**src/include/ilsu_pkg.sv**
```systemverilog
// Shared constants, types and decode helper of the integer load/store unit
package ilsu_pkg;

    // Instruction field positions (bit 0 is the least significant bit)
    localparam int unsigned OPC_LSB = 26;
    localparam int unsigned RT_LSB = 21;
    localparam int unsigned RA_LSB = 16;
    localparam int unsigned RB_LSB = 11;
    localparam int unsigned D_KIND_LSB = 27;
    localparam int unsigned D_UPD_BIT = 26;
    localparam int unsigned XO_LSB = 1;
    localparam int unsigned X_UPD_BIT = 6;
    localparam int unsigned X_KIND_LSB = 7;
    localparam int unsigned X_KIND_HI_BIT = 10;

    // Opcode patterns of the load/store group
    localparam logic [5:0] OP_EXT = 6'h1F;
    localparam logic [1:0] OP_DFORM_HI = 2'h2;
    localparam logic [4:0] XO_LS_LOW = 5'h17;

    // Kind codes shared by the immediate and indexed encodings
    localparam logic [2:0] KIND_LWZ = 3'h0;
    localparam logic [2:0] KIND_LBZ = 3'h1;
    localparam logic [2:0] KIND_STW = 3'h2;
    localparam logic [2:0] KIND_STB = 3'h3;
    localparam logic [2:0] KIND_LHZ = 3'h4;
    localparam logic [2:0] KIND_LHA = 3'h5;
    localparam logic [2:0] KIND_STH = 3'h6;
    localparam logic [2:0] KIND_NONE = 3'h7;

    localparam logic [4:0] REG_ZERO = 5'h00;

    typedef enum logic [1:0] {ILSU_SZ_BYTE, ILSU_SZ_HALF, ILSU_SZ_WORD} ilsu_size_t;

    typedef struct packed {
        logic is_load;
        ilsu_size_t size;
        logic sign;
    } ilsu_attr_t;

    typedef enum logic [1:0] {ILSU_IDLE, ILSU_ACCESS, ILSU_UPDATE} ilsu_fsm_t;

    typedef struct packed {
        ilsu_fsm_t st;
        logic busy;
        logic done;
        logic bad_form;
        logic is_load;
        ilsu_size_t size;
        logic sign;
        logic update;
        logic [4:0] rt;
        logic [4:0] ra;
        logic mem_req;
        logic mem_we;
        logic [31:0] mem_addr;
        logic [3:0] mem_be;
        logic [31:0] mem_wdata;
        logic rf_we;
        logic wb_load;
        logic [4:0] rf_waddr;
        logic [31:0] rf_wdata;
    } ilsu_regs_t;

    localparam ilsu_regs_t ILSU_REGS_RST = '0;

    // Access size, extension and direction of one kind code
    function automatic ilsu_attr_t ilsu_kind_attr(input logic [2:0] kind);
        ilsu_attr_t a;
        a = '{is_load: 1'b1, size: ILSU_SZ_WORD, sign: 1'b0};
        case (kind)
            KIND_LBZ: a.size = ILSU_SZ_BYTE;
            KIND_LHZ: a.size = ILSU_SZ_HALF;
            KIND_LHA: a = '{is_load: 1'b1, size: ILSU_SZ_HALF, sign: 1'b1};
            KIND_STW: a.is_load = 1'b0;
            KIND_STB: a = '{is_load: 1'b0, size: ILSU_SZ_BYTE, sign: 1'b0};
            KIND_STH: a = '{is_load: 1'b0, size: ILSU_SZ_HALF, sign: 1'b0};
            default: a.size = ILSU_SZ_WORD;
        endcase
        return a;
    endfunction

endpackage

```
**src/include/ilsu_op_if.sv**
```systemverilog
// Decoded load/store operation passed from the decoder to the unit core
`timescale 1ns/1ns
interface ilsu_op_if import ilsu_pkg::*; ();
    logic legal;
    logic is_load;
    ilsu_size_t size;
    logic sign;
    logic indexed;
    logic update;
    logic [4:0] rt;
    logic [4:0] ra;
    logic [4:0] rb;
    logic [15:0] simm;

    modport dec (output legal, is_load, size, sign, indexed, update, rt, ra, rb, simm);
    modport core (input legal, is_load, size, sign, indexed, update, rt, ra, rb, simm);
endinterface

```
**src/rtl/ilsu_decode.sv**
```systemverilog
// Opcode decoder of the integer load/store unit
`timescale 1ns/1ns
module ilsu_decode import ilsu_pkg::*; (
    input wire logic [31:0] instr_i,
    ilsu_op_if.dec op
);
    logic [5:0] opc;
    logic [2:0] dk;
    logic [2:0] xk;
    logic d_ok;
    logic x_ok;
    ilsu_attr_t da;
    ilsu_attr_t xa;

    always_comb begin
        opc = instr_i[OPC_LSB +: 6];
        dk = instr_i[D_KIND_LSB +: 3];
        xk = instr_i[X_KIND_LSB +: 3];
        d_ok = (opc[5:4] == OP_DFORM_HI) && (dk != KIND_NONE);
        x_ok = (opc == OP_EXT) && (instr_i[XO_LSB +: 5] == XO_LS_LOW)
            && !instr_i[X_KIND_HI_BIT] && (xk != KIND_NONE);
        da = ilsu_kind_attr(dk);
        xa = ilsu_kind_attr(xk);
        op.legal = d_ok || x_ok;
        op.indexed = x_ok;
        op.is_load = x_ok ? xa.is_load : da.is_load;
        op.size = x_ok ? xa.size : da.size;
        op.sign = x_ok ? xa.sign : da.sign;
        op.update = x_ok ? instr_i[X_UPD_BIT] : instr_i[D_UPD_BIT];
        op.rt = instr_i[RT_LSB +: 5];
        op.ra = instr_i[RA_LSB +: 5];
        op.rb = instr_i[RB_LSB +: 5];
        op.simm = instr_i[15:0];
    end
endmodule

```
**src/rtl/ilsu_lane.sv**
```systemverilog
// Big-endian byte lane steering for load extension and store data
`timescale 1ns/1ns
module ilsu_lane import ilsu_pkg::*; (
    input wire ilsu_size_t ld_size_i,
    input wire logic ld_sign_i,
    input wire logic [1:0] ld_lo_i,
    input wire logic [31:0] rdata_i,
    input wire ilsu_size_t st_size_i,
    input wire logic [1:0] st_lo_i,
    input wire logic [31:0] sdata_i,
    output logic [31:0] ld_val_o,
    output logic [31:0] st_data_o,
    output logic [3:0] st_be_o
);
    logic [7:0] ld_byte;
    logic [15:0] ld_half;

    // Byte at offset k of a word sits in bits 31-8k downward
    for (genvar k = 0; k < 4; k++) begin : g_lane
        assign st_be_o[3 - k] = (st_size_i == ILSU_SZ_WORD)
            || ((st_size_i == ILSU_SZ_HALF) && (st_lo_i[1] == 1'(k / 2)))
            || ((st_size_i == ILSU_SZ_BYTE) && (st_lo_i == 2'(k)));
    end

    always_comb begin
        ld_byte = rdata_i[8 * (3 - ld_lo_i) +: 8];
        ld_half = ld_lo_i[1] ? rdata_i[15:0] : rdata_i[31:16];
        case (ld_size_i)
            ILSU_SZ_BYTE: ld_val_o = {24'h000000, ld_byte};
            ILSU_SZ_HALF: ld_val_o = {{16{ld_sign_i & ld_half[15]}}, ld_half};
            default: ld_val_o = rdata_i;
        endcase
        case (st_size_i)
            ILSU_SZ_BYTE: st_data_o = {4{sdata_i[7:0]}};
            ILSU_SZ_HALF: st_data_o = {2{sdata_i[15:0]}};
            default: st_data_o = sdata_i;
        endcase
    end
endmodule

```
**src/rtl/ilsu_top.sv**
```systemverilog
// Integer load/store unit: address forming, memory access, write-back
// What this block does
// - Zero-extending narrow loads clear unused high bits
// - Sign-extending loads copy operand top bit upward
// - Byte load: low eight bits, upper 24 zero
// - Halfword zero load: low 16, upper 16 zero
// - Halfword algebraic load replicates bit 15 upward
// - Word load passes all 32 bits unchanged
// - Immediate update: base plus displacement, written back
// - Indexed update: base plus index, written back
// - Load update with base zero or destination: flagged
// - Store update with base zero: flagged, undefined
// - Store update writes memory before base write-back
// - Byte store writes source low eight bits
// - Halfword store writes source low 16 bits
// - Word store writes all 32 source bits
// - Displacement sign-extended to 32 bits before add
// - Non-update base field zero contributes zero
`timescale 1ns/1ns
module ilsu_top import ilsu_pkg::*; (
    input wire logic sys_clk_i,
    input wire logic sys_rst_i,
    input wire logic clk_en_i,
    input wire logic issue_valid_i,
    input wire logic [31:0] instr_i,
    input wire logic [31:0] base_val_i,
    input wire logic [31:0] index_val_i,
    input wire logic [31:0] source_val_i,
    input wire logic mem_ack_i,
    input wire logic [31:0] mem_rdata_i,
    output logic busy_o,
    output logic done_o,
    output logic bad_form_o,
    output logic mem_req_o,
    output logic mem_we_o,
    output logic [31:0] mem_addr_o,
    output logic [3:0] mem_be_o,
    output logic [31:0] mem_wdata_o,
    output logic rf_we_o,
    output logic [4:0] rf_waddr_o,
    output logic [31:0] rf_wdata_o
);
    ilsu_regs_t q;
    ilsu_regs_t d;

    ilsu_op_if op_if ();

    logic accept;
    logic [31:0] base_term;
    logic [31:0] offset;
    logic [31:0] ea;
    logic bad_now;
    logic [31:0] ld_val;
    logic [31:0] st_data;
    logic [3:0] st_be;

    ilsu_decode u_decode (
        .instr_i(instr_i),
        .op(op_if.dec)
    );

    ilsu_lane u_lane (
        .ld_size_i(q.size),
        .ld_sign_i(q.sign),
        .ld_lo_i(q.mem_addr[1:0]),
        .rdata_i(mem_rdata_i),
        .st_size_i(op_if.size),
        .st_lo_i(ea[1:0]),
        .sdata_i(source_val_i),
        .ld_val_o(ld_val),
        .st_data_o(st_data),
        .st_be_o(st_be)
    );

    // Effective address forming
    always_comb begin
        accept = (q.st == ILSU_IDLE) && issue_valid_i && op_if.legal;
        base_term = ((op_if.ra == REG_ZERO) && !op_if.update) ? 32'h00000000 : base_val_i;
        offset = op_if.indexed ? index_val_i : {{16{op_if.simm[15]}}, op_if.simm};
        ea = base_term + offset;
        // Invalid update forms run anyway; the result is left undefined
        bad_now = op_if.update && ((op_if.ra == REG_ZERO)
            || (op_if.is_load && (op_if.ra == op_if.rt)));
    end

    always_comb begin
        d = q;
        d.done = 1'b0;
        d.rf_we = 1'b0;
        d.wb_load = 1'b0;
        case (q.st)
            ILSU_IDLE: begin
                if (accept) begin
                    d.st = ILSU_ACCESS;
                    d.busy = 1'b1;
                    d.bad_form = bad_now;
                    d.is_load = op_if.is_load;
                    d.size = op_if.size;
                    d.sign = op_if.sign;
                    d.update = op_if.update;
                    d.rt = op_if.rt;
                    d.ra = op_if.ra;
                    d.mem_req = 1'b1;
                    d.mem_we = !op_if.is_load;
                    d.mem_addr = ea;
                    d.mem_be = st_be;
                    // Source is captured here, before any base write-back
                    d.mem_wdata = op_if.is_load ? 32'h00000000 : st_data;
                end
            end
            ILSU_ACCESS: begin
                if (mem_ack_i) begin
                    d.mem_req = 1'b0;
                    d.mem_we = 1'b0;
                    if (q.is_load) begin
                        d.rf_we = 1'b1;
                        d.wb_load = 1'b1;
                        d.rf_waddr = q.rt;
                        d.rf_wdata = ld_val;
                        d.st = q.update ? ILSU_UPDATE : ILSU_IDLE;
                    end else begin
                        d.rf_we = q.update;
                        d.rf_waddr = q.ra;
                        d.rf_wdata = q.mem_addr;
                        d.st = ILSU_IDLE;
                    end
                    d.busy = q.is_load && q.update;
                    d.done = !(q.is_load && q.update);
                end
            end
            ILSU_UPDATE: begin
                // Base write-back comes last, so a base equal to the target keeps the address
                d.rf_we = 1'b1;
                d.rf_waddr = q.ra;
                d.rf_wdata = q.mem_addr;
                d.st = ILSU_IDLE;
                d.busy = 1'b0;
                d.done = 1'b1;
            end
            default: d = ILSU_REGS_RST;
        endcase
    end

    always_ff @(posedge sys_clk_i) begin
        if (sys_rst_i) begin
            q <= ILSU_REGS_RST;
        end else if (clk_en_i) begin
            q <= d;
        end
    end

    assign busy_o = q.busy;
    assign done_o = q.done;
    assign bad_form_o = q.bad_form;
    assign mem_req_o = q.mem_req;
    assign mem_we_o = q.mem_we;
    assign mem_addr_o = q.mem_addr;
    assign mem_be_o = q.mem_be;
    assign mem_wdata_o = q.mem_wdata;
    assign rf_we_o = q.rf_we;
    assign rf_waddr_o = q.rf_waddr;
    assign rf_wdata_o = q.rf_wdata;
endmodule

```
**config.mk**
```make
export PLATFORM = sky130hd
export DESIGN_NAME = ilsu_top
export DESIGN_NICKNAME = d
export VERILOG_FILES = /design/src/include/ilsu_pkg.sv /design/src/include/ilsu_op_if.sv /design/src/rtl/ilsu_decode.sv /design/src/rtl/ilsu_lane.sv /design/src/rtl/ilsu_top.sv
export SDC_FILE = /design/constraint.sdc
export NUM_CORES = 1
export LEC_CHECK = 0
export BUFFER_PORTS_ARGS = -buffer_cell sky130_fd_sc_hd__buf_4
export CORE_ASPECT_RATIO = 0.7
export CORE_MARGIN = 3
export CORE_UTILIZATION = 53
export DETAILED_ROUTE_END_ITERATION = 10
export HOLD_SLACK_MARGIN = 0.05
export PLACE_DENSITY = 0.81
export SLEW_MARGIN = 10
export SYNTH_ARGS = -nofsm -noshare
export SYNTH_HDL_FRONTEND = slang
export SYNTH_HIERARCHICAL = 1
export SYNTH_SLANG_ARGS = --single-unit
```
**constraint.sdc**
```tcl
create_clock -name sys_clk_i -period 5.2 [get_ports sys_clk_i]
set_input_delay 0.26 -clock sys_clk_i [delete_from_list [all_inputs] [get_ports sys_clk_i]]
set_output_delay 0.26 -clock sys_clk_i [all_outputs]
set_load 0.005 [all_outputs]
```
**Yosys cells after proc, flatten, opt, wreduce, memory -nomap -nowiden**

Index checks and enable logic that the tools add are counted.

- Multiplexer cells: 33
- Add/sub/neg operators: 2
- Reductions and logical operators: 44
- Shift-type cells: 1
- Bitwise gates (word level): 5
- Eq/ne operators: 28

Operators with widths:

| cell | count |
|---|---|
| $pmux 68 s2 | 1 |
| $pmux 32 s2 | 2 |
| $pmux 37 s3 | 1 |
| $mux 32 | 3 |
| $mux 86 | 1 |
| $mux 39 | 1 |
| $mux 37 | 1 |
| $shiftx 32x33->8 | 1 |
| $add 32x32->32 | 1 |
| $pmux 16 s2 | 1 |
| $eq 3x3->1 const B | 6 |
| $logic_and 1x1->1 | 16 |
| $mux 16 | 1 |
| $eq 3x2->1 const B | 4 |
| $reduce_or 3->1 | 4 |
| $eq 2x2->1 const B | 5 |
| $mux 1 | 9 |
| $reduce_and 3->1 | 3 |
| $eq 2x1->1 const B | 4 |
| $logic_not 2->1 | 4 |
| $logic_or 1x1->1 | 8 |
| $mux 2 | 4 |
| $pmux 2 s2 | 2 |
| $eq 3x1->1 const B | 2 |
| 17 further kinds | 28 |

- Bits in registers: 128

**Logic depth before layout (Yosys ltp)**

Gate-level depths: netlist of run 1.

- Depth in word-level cells: 15
- Gate-level depth with buffers: 16
- Mapped depth without buffers: 15

**Cells and area by module**

Netlist of run 1, hierarchy kept.

By module, submodules not included:

| module | area an instance (sq um) | sequential area each (sq um) | cells each | times used |
|---|---|---|---|---|
| ilsu_top | 8023.9 | 2562.5 | 1021 | 1 |
| ilsu_lane | 983.4 | 0.0 | 136 | 1 |
| ilsu_decode | 415.4 | 0.0 | 55 | 1 |

**Worst setup path after synthesis of run 1**

No wires, ideal clock.

- Kind: input to register
- From: in instr_i[4]
- To: reg q (netlist bit mem_addr_o[30])
- Required time: 5.077 ns
- Path slack: 1.460 ns
- Cell stages on the path: 14
- Path buffers: 1
- Arrival: 3.616 ns
- Library setup time: 0.123 ns
- Cell sequence: nand4b_1 nor4b_4 mux2_1 or3_4 clkbuf_1 and2_1 ha_1 a21oi_1 o21ai_1 a211oi_2 nand3_2 a221oi_2 mux2i_1 nand3_1

- Longest elaborated chain between the ends: 11
- Elaborated cells on any way between the ends: 16
- Classes of those cells: add/sub: 1; eq/ne: 2; mux: 5; reduce/logical: 8

Ends and longest elaborated chain:

| item | RTL line | text |
|---|---|---|
| start: declaration | ilsu_top.sv:25 | `input wire logic [31:0] instr_i,` |
| $eq 5x5->1 | ilsu_decode.sv:20 | `x_ok = (opc == OP_EXT) && (instr_i[XO_LSB +: 5] == XO_LS_LOW)` |
| $logic_and 1x1->1 | ilsu_decode.sv:20 |  |
| $logic_and 1x1->1 (2 in series) | ilsu_decode.sv:21 | `&& !instr_i[X_KIND_HI_BIT] && (xk != KIND_NONE);` |
| $mux 1 | ilsu_decode.sv:29 | `op.update = x_ok ? instr_i[X_UPD_BIT] : instr_i[D_UPD_BIT];` |
| via op_if.update | ilsu_op_if.sv:9 | `logic update;` |
| $logic_not 1->1 | ilsu_top.sv:78 | `base_term = ((op_if.ra == REG_ZERO) && !op_if.update) ? 32'h00000000 : base_val_i;` |
| $logic_and 1x1->1 | ilsu_top.sv:78 |  |
| $mux 32 | ilsu_top.sv:78 |  |
| $add 32x32->32 | ilsu_top.sv:80 | `ea = base_term + offset;` |
| $mux 86 | ilsu_top.sv:93 | `if (accept) begin` |
| $pmux 68 s2 | ilsu_top.sv:91 | `case (q.st)` |
| end signal: assignment | ilsu_top.sv:146 | `q <= ILSU_REGS_RST;` |
| end signal: assignment | ilsu_top.sv:148 | `q <= d;` |
| end: declaration | ilsu_top.sv:43 | `ilsu_regs_t q;` |

The timed path passes the listed nets, and every way through them passes these cells. The select of a mux whose other input is x is not followed.
A chain may end at the register's enable or synchronous reset.

**Worst setup path after layout of run 1**

Same ends and word-level chain as after synthesis.

==> results of run 1 <==
registers in the layout (all words and copies together) (netlist names):
register / count
bad_form_o: 1
busy_o: 1
done_o: 1
mem_addr_o: 32
mem_be_o: 4
mem_req_o: 1
mem_wdata_o: 32
mem_we_o: 1
q: 17
rf_waddr_o: 5
rf_wdata_o: 32
rf_we_o: 1
worst max-delay path, stage by stage:
cell and delay (ns):
buf_4 0.11, nand4b_1 0.29, nor4b_4 0.42, mux2_1 0.42, or3_4 0.55, and2_1 0.22
ha_1 0.35, a21oi_1 0.31, o21ai_1 0.14, a211oi_2 0.25, nand3_2 0.19, a221oi_2 0.40
mux2i_1 0.23, nand3_1 0.09
power groups by stage:
| stage | combinational, mW | sequential (mW) | clock [mW] |
|---|---|---|---|
| global route | 0.670 | 1.04 | 1.17 |
| floorplan | 0.407 | 1.04 | 0 |
| finish | 0.611 | 1.04 | 1.11 |
| detailed placement | 0.598 | 1.06 | 0 |
| global placement | 0.600 | 1.06 | 0 |
| CTS | 0.602 | 1.04 | 1.13 |
routing by layer:
| metal | vias up | track usage |
|---|---|---|
| met4 | 0 | 0.0639 |
| met1 | 4165 | 0.456 |
| li1 | 4303 | - |
| met2 | 426 | 0.414 |
| met5 | - | 0 |
| met3 | 41 | 0.0703 |
worst min-delay path by stage:
stage	to	start	slack, ns	cells after the start
after CTS	q[116]	instr_i[23]	0.12	3
after floorplan	q[120]	q[120]	0.43	2
after global routing	q[116]	instr_i[23]	0.14	3
after detailed placement	q[116]	q[116]	0.45	2
final	q[116]	instr_i[23]	0.14	3
after global placement	q[112]	q[112]	0.44	2
through the flow:
step | area [um^2] | utilization | total power, mW
3_5_place_dp | 10500 | 0.607 | 1.66
3_3_place_gp | 10500 | 0.607 | 1.66
5_1_grt | 11000 | 0.639 | 2.88
6_report | 11000 | 0.639 | 2.76
4_1_cts | 11000 | 0.639 | 2.77
2_1_floorplan | 9390 | - | 1.45
final cells by class:
cell class              count  area [um^2]  area share
well taps                 231          289      0.0262
multi-input cells         845         5410       0.490
clock inverters            13          104     0.00941
flip-flops and latches    128         2560       0.232
inverters                  17         63.8     0.00578
repair buffers            287         2150       0.195
clock buffers              19          453      0.0410
==> results.yml, run 1 <==
outcome:
  outcome: "complete, no violations"
pwr:
  clockPowerShare: 0.403
  sw_frac_of_total: 0.304
  p_int_mw: 1.92
  p_comb_frac: 0.221
  power-per-cell-area_mw_per_mm2: 250
  peakVddDrop_v: 0.000183
  p_leak_nw: 4.83
  p_switching_mw: 0.839
  pwr-share-seq: 0.376
cells_and_area:
  finalNonFillerCells: 1540
  layout_common_cells: "buf_4, nand2_1, dfxtp_1"
  layout-drive-gt1-share: 0.290
  area_delta_synth_final_pct: 17.6
  num-nets-final: 1496
  final_common_cell: "buf_4"
  diodes: 0
  fillers: 1514
floorplan:
  start_util: 0.544
  num_rows: 40
  die_h_um: 117
  core_region_area_mm2: 0.0173
  io-pin-count: 276
  die-area_mm2: 0.0194
  die_w_um: 165
sta:
  fmax_ghz: 0.254
  whs_ns: 0.144
  rsz0062_at_grt: "false"
  hold_viol: 0
  report.final.setup_viol: 0
  drv_slew: 0
  min_period_ns: 3.93
  fin_crit_sh: 0.756
  slew_headroom: 0.208
  clock_skew_ns: 0.0106
  setup_slack_ns: 1.27
  tightest_slew_ns: 1.18
  setup_tns_ns: 0
critical_path:
  start_kind: "input pin"
  arrival_ns: 4.23
  r2r_start: "mem_addr_o[1]"
  worst_r2r_path_depth: 6
  critPathMaxFanout: 32
  critPathCaptureType: "register"
  cp.required_ns: 5.50
  crit_end: "mem_addr_o[30]"
  cp-startpoint: "instr_i[4]"
  worstReg2RegEnd: "rf_wdata_o[31]"
  r2r_slack_ns: 2.45
  worstSetupPathType: "input pin to register"
global_route:
  grt_max_degree: 77
  overflow: 0
  antenna_found_initial: 0
  grt_pass1_wl_um: 45900
  grt_pass1_vias: 8269
  grt_usage: 0.296
worst_hold_path:
  hold_path.class: "input pin to register"
drt:
  met2_length_um: 12400
  via_per_inst: 5.80
  wl_per_cell_um: 19.1
  antenna_left: 0
  drcViolationCount: 0
  vias: 8935
  drtIter0Drc: 1094
  maxUsedRoutingLayer: "met4"
  route.met3.wl_um: 2720
  wl_met1_um: 14000
  dr.pass1.iters: 5
  routed_wl_um: 29500
synthesis:
  yosys_warnings: 6
  synthCells: 1207
  synth_nets: 1407
  syn_area_mm2: 0.00939
  syn_area_per_cell_um2: 7.78
clock_network:
  ctsResizeCount: 0
  path_clk_slew_ns: 0.06
  cts_tree: "done"
  clk_latency_ns: 0.42
  cts.sinks: 128
  cts_made_buffers: 17
  cts_max_level: 4
  cts_hold_buf: 0
  clockBufferDepth: 2
  postCtsSetupRepairBufs: 0
  root_buffer: "clkbuf_16"
place:
  routabilityCongestion: 0.904
  dp_slack_ns: 0.930
  dpl.hpwl_um: 22400
  port_buffers: 275
  dp_cells: 1508
job:
  maxCapViolCount: 0
Note: power is estimated with default switching activity, not from simulation.
==> run 2: changes to the inputs <==
--- a/config.mk
+++ b/config.mk
@@ -8,10 +8,10 @@
 export BUFFER_PORTS_ARGS = -buffer_cell sky130_fd_sc_hd__buf_4
 export CORE_ASPECT_RATIO = 0.7
 export CORE_MARGIN = 3
-export CORE_UTILIZATION = 53
+export CORE_UTILIZATION = 48
 export DETAILED_ROUTE_END_ITERATION = 10
 export HOLD_SLACK_MARGIN = 0.05
-export PLACE_DENSITY = 0.81
+export PLACE_DENSITY = 0.78
 export SLEW_MARGIN = 10
 export SYNTH_ARGS = -nofsm -noshare
 export SYNTH_HDL_FRONTEND = slang
==> constraint.sdc (replaced) <==
create_clock -name sys_clk_i -period 3.55 [get_ports sys_clk_i]
set_input_delay 0.1775 -clock sys_clk_i [delete_from_list [all_inputs] [get_ports sys_clk_i]]
set_output_delay 0.1775 -clock sys_clk_i [all_outputs]
set_load 0.005 [all_outputs]
==> results.yml, run 2 (synthesis results as in run 1) <==
outcome:
  outcome: "complete, no violations"
clock_network:
  clk_latency_ns: 0.42
  cts_max_level: 4
  cts_made_buffers: 17
  cts_tree: "done"
  clockBufferDepth: 2
  root_buffer: "clkbuf_16"
  path_clk_slew_ns: 0.06
  cts.sinks: 128
global_route:
  overflow: 0
  global_route.usage.met1: 0.403
  grt_max_degree: 74
  grt_pass1_vias: 8768
  grt_pass1_wl_um: 47400
  antenna_found_initial: 0
  use_met2: 0.406
  grt_usage: 0.277
  busiest_layer: "met2"
  grt_use_met3: 0.0694
sta:
  report.final.setup_viol: 0
  fmax_ghz: 0.291
  hold_viol: 0
  slew_headroom: 0.466
  fin_crit_sh: 0.969
  tightest_slew_ns: 0.801
  drv_slew: 0
  clock_skew_ns: 0.00889
  min_period_ns: 3.44
critical_path:
  worstPathCellList: "buf_4, nand4b_1, nor4b_4, mux2_4, or3_4, and2_1, ha_1, a21oi_2, o21ai_1, a2111o_1, a21o_1, a21oi_2, xor2_1, o21ai_1"
  critPathMaxStageDelay_ns: 0.42
  crit_path_top_delay_cell: "or3_4"
  arrival_ns: 3.74
  start_kind: "input pin"
  critPathMaxFanout: 6
  critPathCaptureType: "register"
  cp.required_ns: 3.85
  critPathTopFamily: "compound AO/OA/AOI/OAI gates"
  worstSetupPathType: "input pin to register"
  path_buf_inv: 1
floorplan:
  start_util: 0.493
  io-pin-count: 276
  die_w_um: 173
  num_rows: 42
  core_region_area_mm2: 0.0190
  die-area_mm2: 0.0213
  die_h_um: 123
drt:
  routed_wl_um: 31100
  vias: 9529
  antenna_left: 0
  drtIter0Drc: 1111
  wl_per_cell_um: 18.5
  via_per_inst: 5.66
  drcViolationCount: 0
  dr.pass1.iters: 6
worst_hold_path:
  hold_path.class: "input pin to register"
place:
  placed_area_mm2: 0.0113
  routabilityCongestion: 0.966
  dpl.hpwl_um: 23700
  port_buffers: 275
pwr:
  total_power_mw: 4.21
  p_switching_mw: 1.26
  power-per-cell-area_mw_per_mm2: 351
  p_int_mw: 2.95
  p_leak_nw: 5.36
  pwr-share-seq: 0.359
  p_comb_frac: 0.256
  sw_frac_of_total: 0.299
  peakVddDrop_v: 0.000408
  clockPowerShare: 0.385
cells_and_area:
  final_common_cell: "buf_4"
  layout-drive-gt1-share: 0.357
  fin_area_mm2: 0.0120
  layout_common_cells: "buf_4, nand2_1, dfxtp_1"
  diodes: 0
  num-nets-final: 1606
  area_delta_synth_final_pct: 28.0
  fin_util: 0.631
job:
  maxCapViolCount: 0
## run 2: area by class of cell
cell class                 instances  area (um^2)
fill                            1674         7010
clock inverter                    14          119
sequential                       128         2560
multi-input combinational        847         5540
timing repair buffer             395         2970
tap                              264          330
inverter                          17         63.8
clock buffer                      18          429
## run 2: worst min-delay path, cell delays in order
cell and delay (ns):
buf_4 0.13, nand3_1 0.06, a21oi_1 0.06
## run 2: metrics by stage
stage | instances | hold slack (ns) | setup TNS [ns] | setup WS [ns]
after floorplan | 1207 | 0.346 | 0 | 0.000414
after global placement | 1644 | 0.439 | -3.41 | -0.294
after detailed placement | 1644 | 0.443 | -5.96 | -0.392
after CTS | 1678 | 0.0516 | 0 | 0.00475
after global routing | 1683 | 0.0511 | -0.0280 | -0.0219
final | 1683 | 0.0632 | 0 | 0.109
## run 2: power by group through the flow
stage,logic (mW),clock network [mW],registers [mW]
after floorplan,0.598,0,1.52
after global placement,1.01,0,1.54
after detailed placement,1.03,0,1.54
after CTS,1.03,1.64,1.51
after global routing,1.17,1.71,1.51
final,1.08,1.62,1.51
## run 2: path summary, 6_finish.rpt
kind / from / end / slack, ns / cells after the start
max: instr_i[4] / mem_addr_o[27] / 0.11 / 14
min: source_val_i[0] / mem_wdata_o[0] / 0.06 / 3
max reg2reg: q[122] / rf_wdata_o[2] / 1.27 / 7
min reg2reg: mem_wdata_o[3] / mem_wdata_o[3] / 0.45 / 2
## run 2: timing repair
item / in CTS / in global routing
setup endpoints to repair: 0 / 18
setup buffers: 0 / 3
hold endpoints to repair: 2 / 0
gates resized for setup: 0 / 23
hold buffers: 2 / 0
## run 2: metal layers
metal,share of wire,vias up
met5,0,-
met4,0.017,0
met3,0.099,40
met2,0.42,544
met1,0.46,4409
li1,-,4536
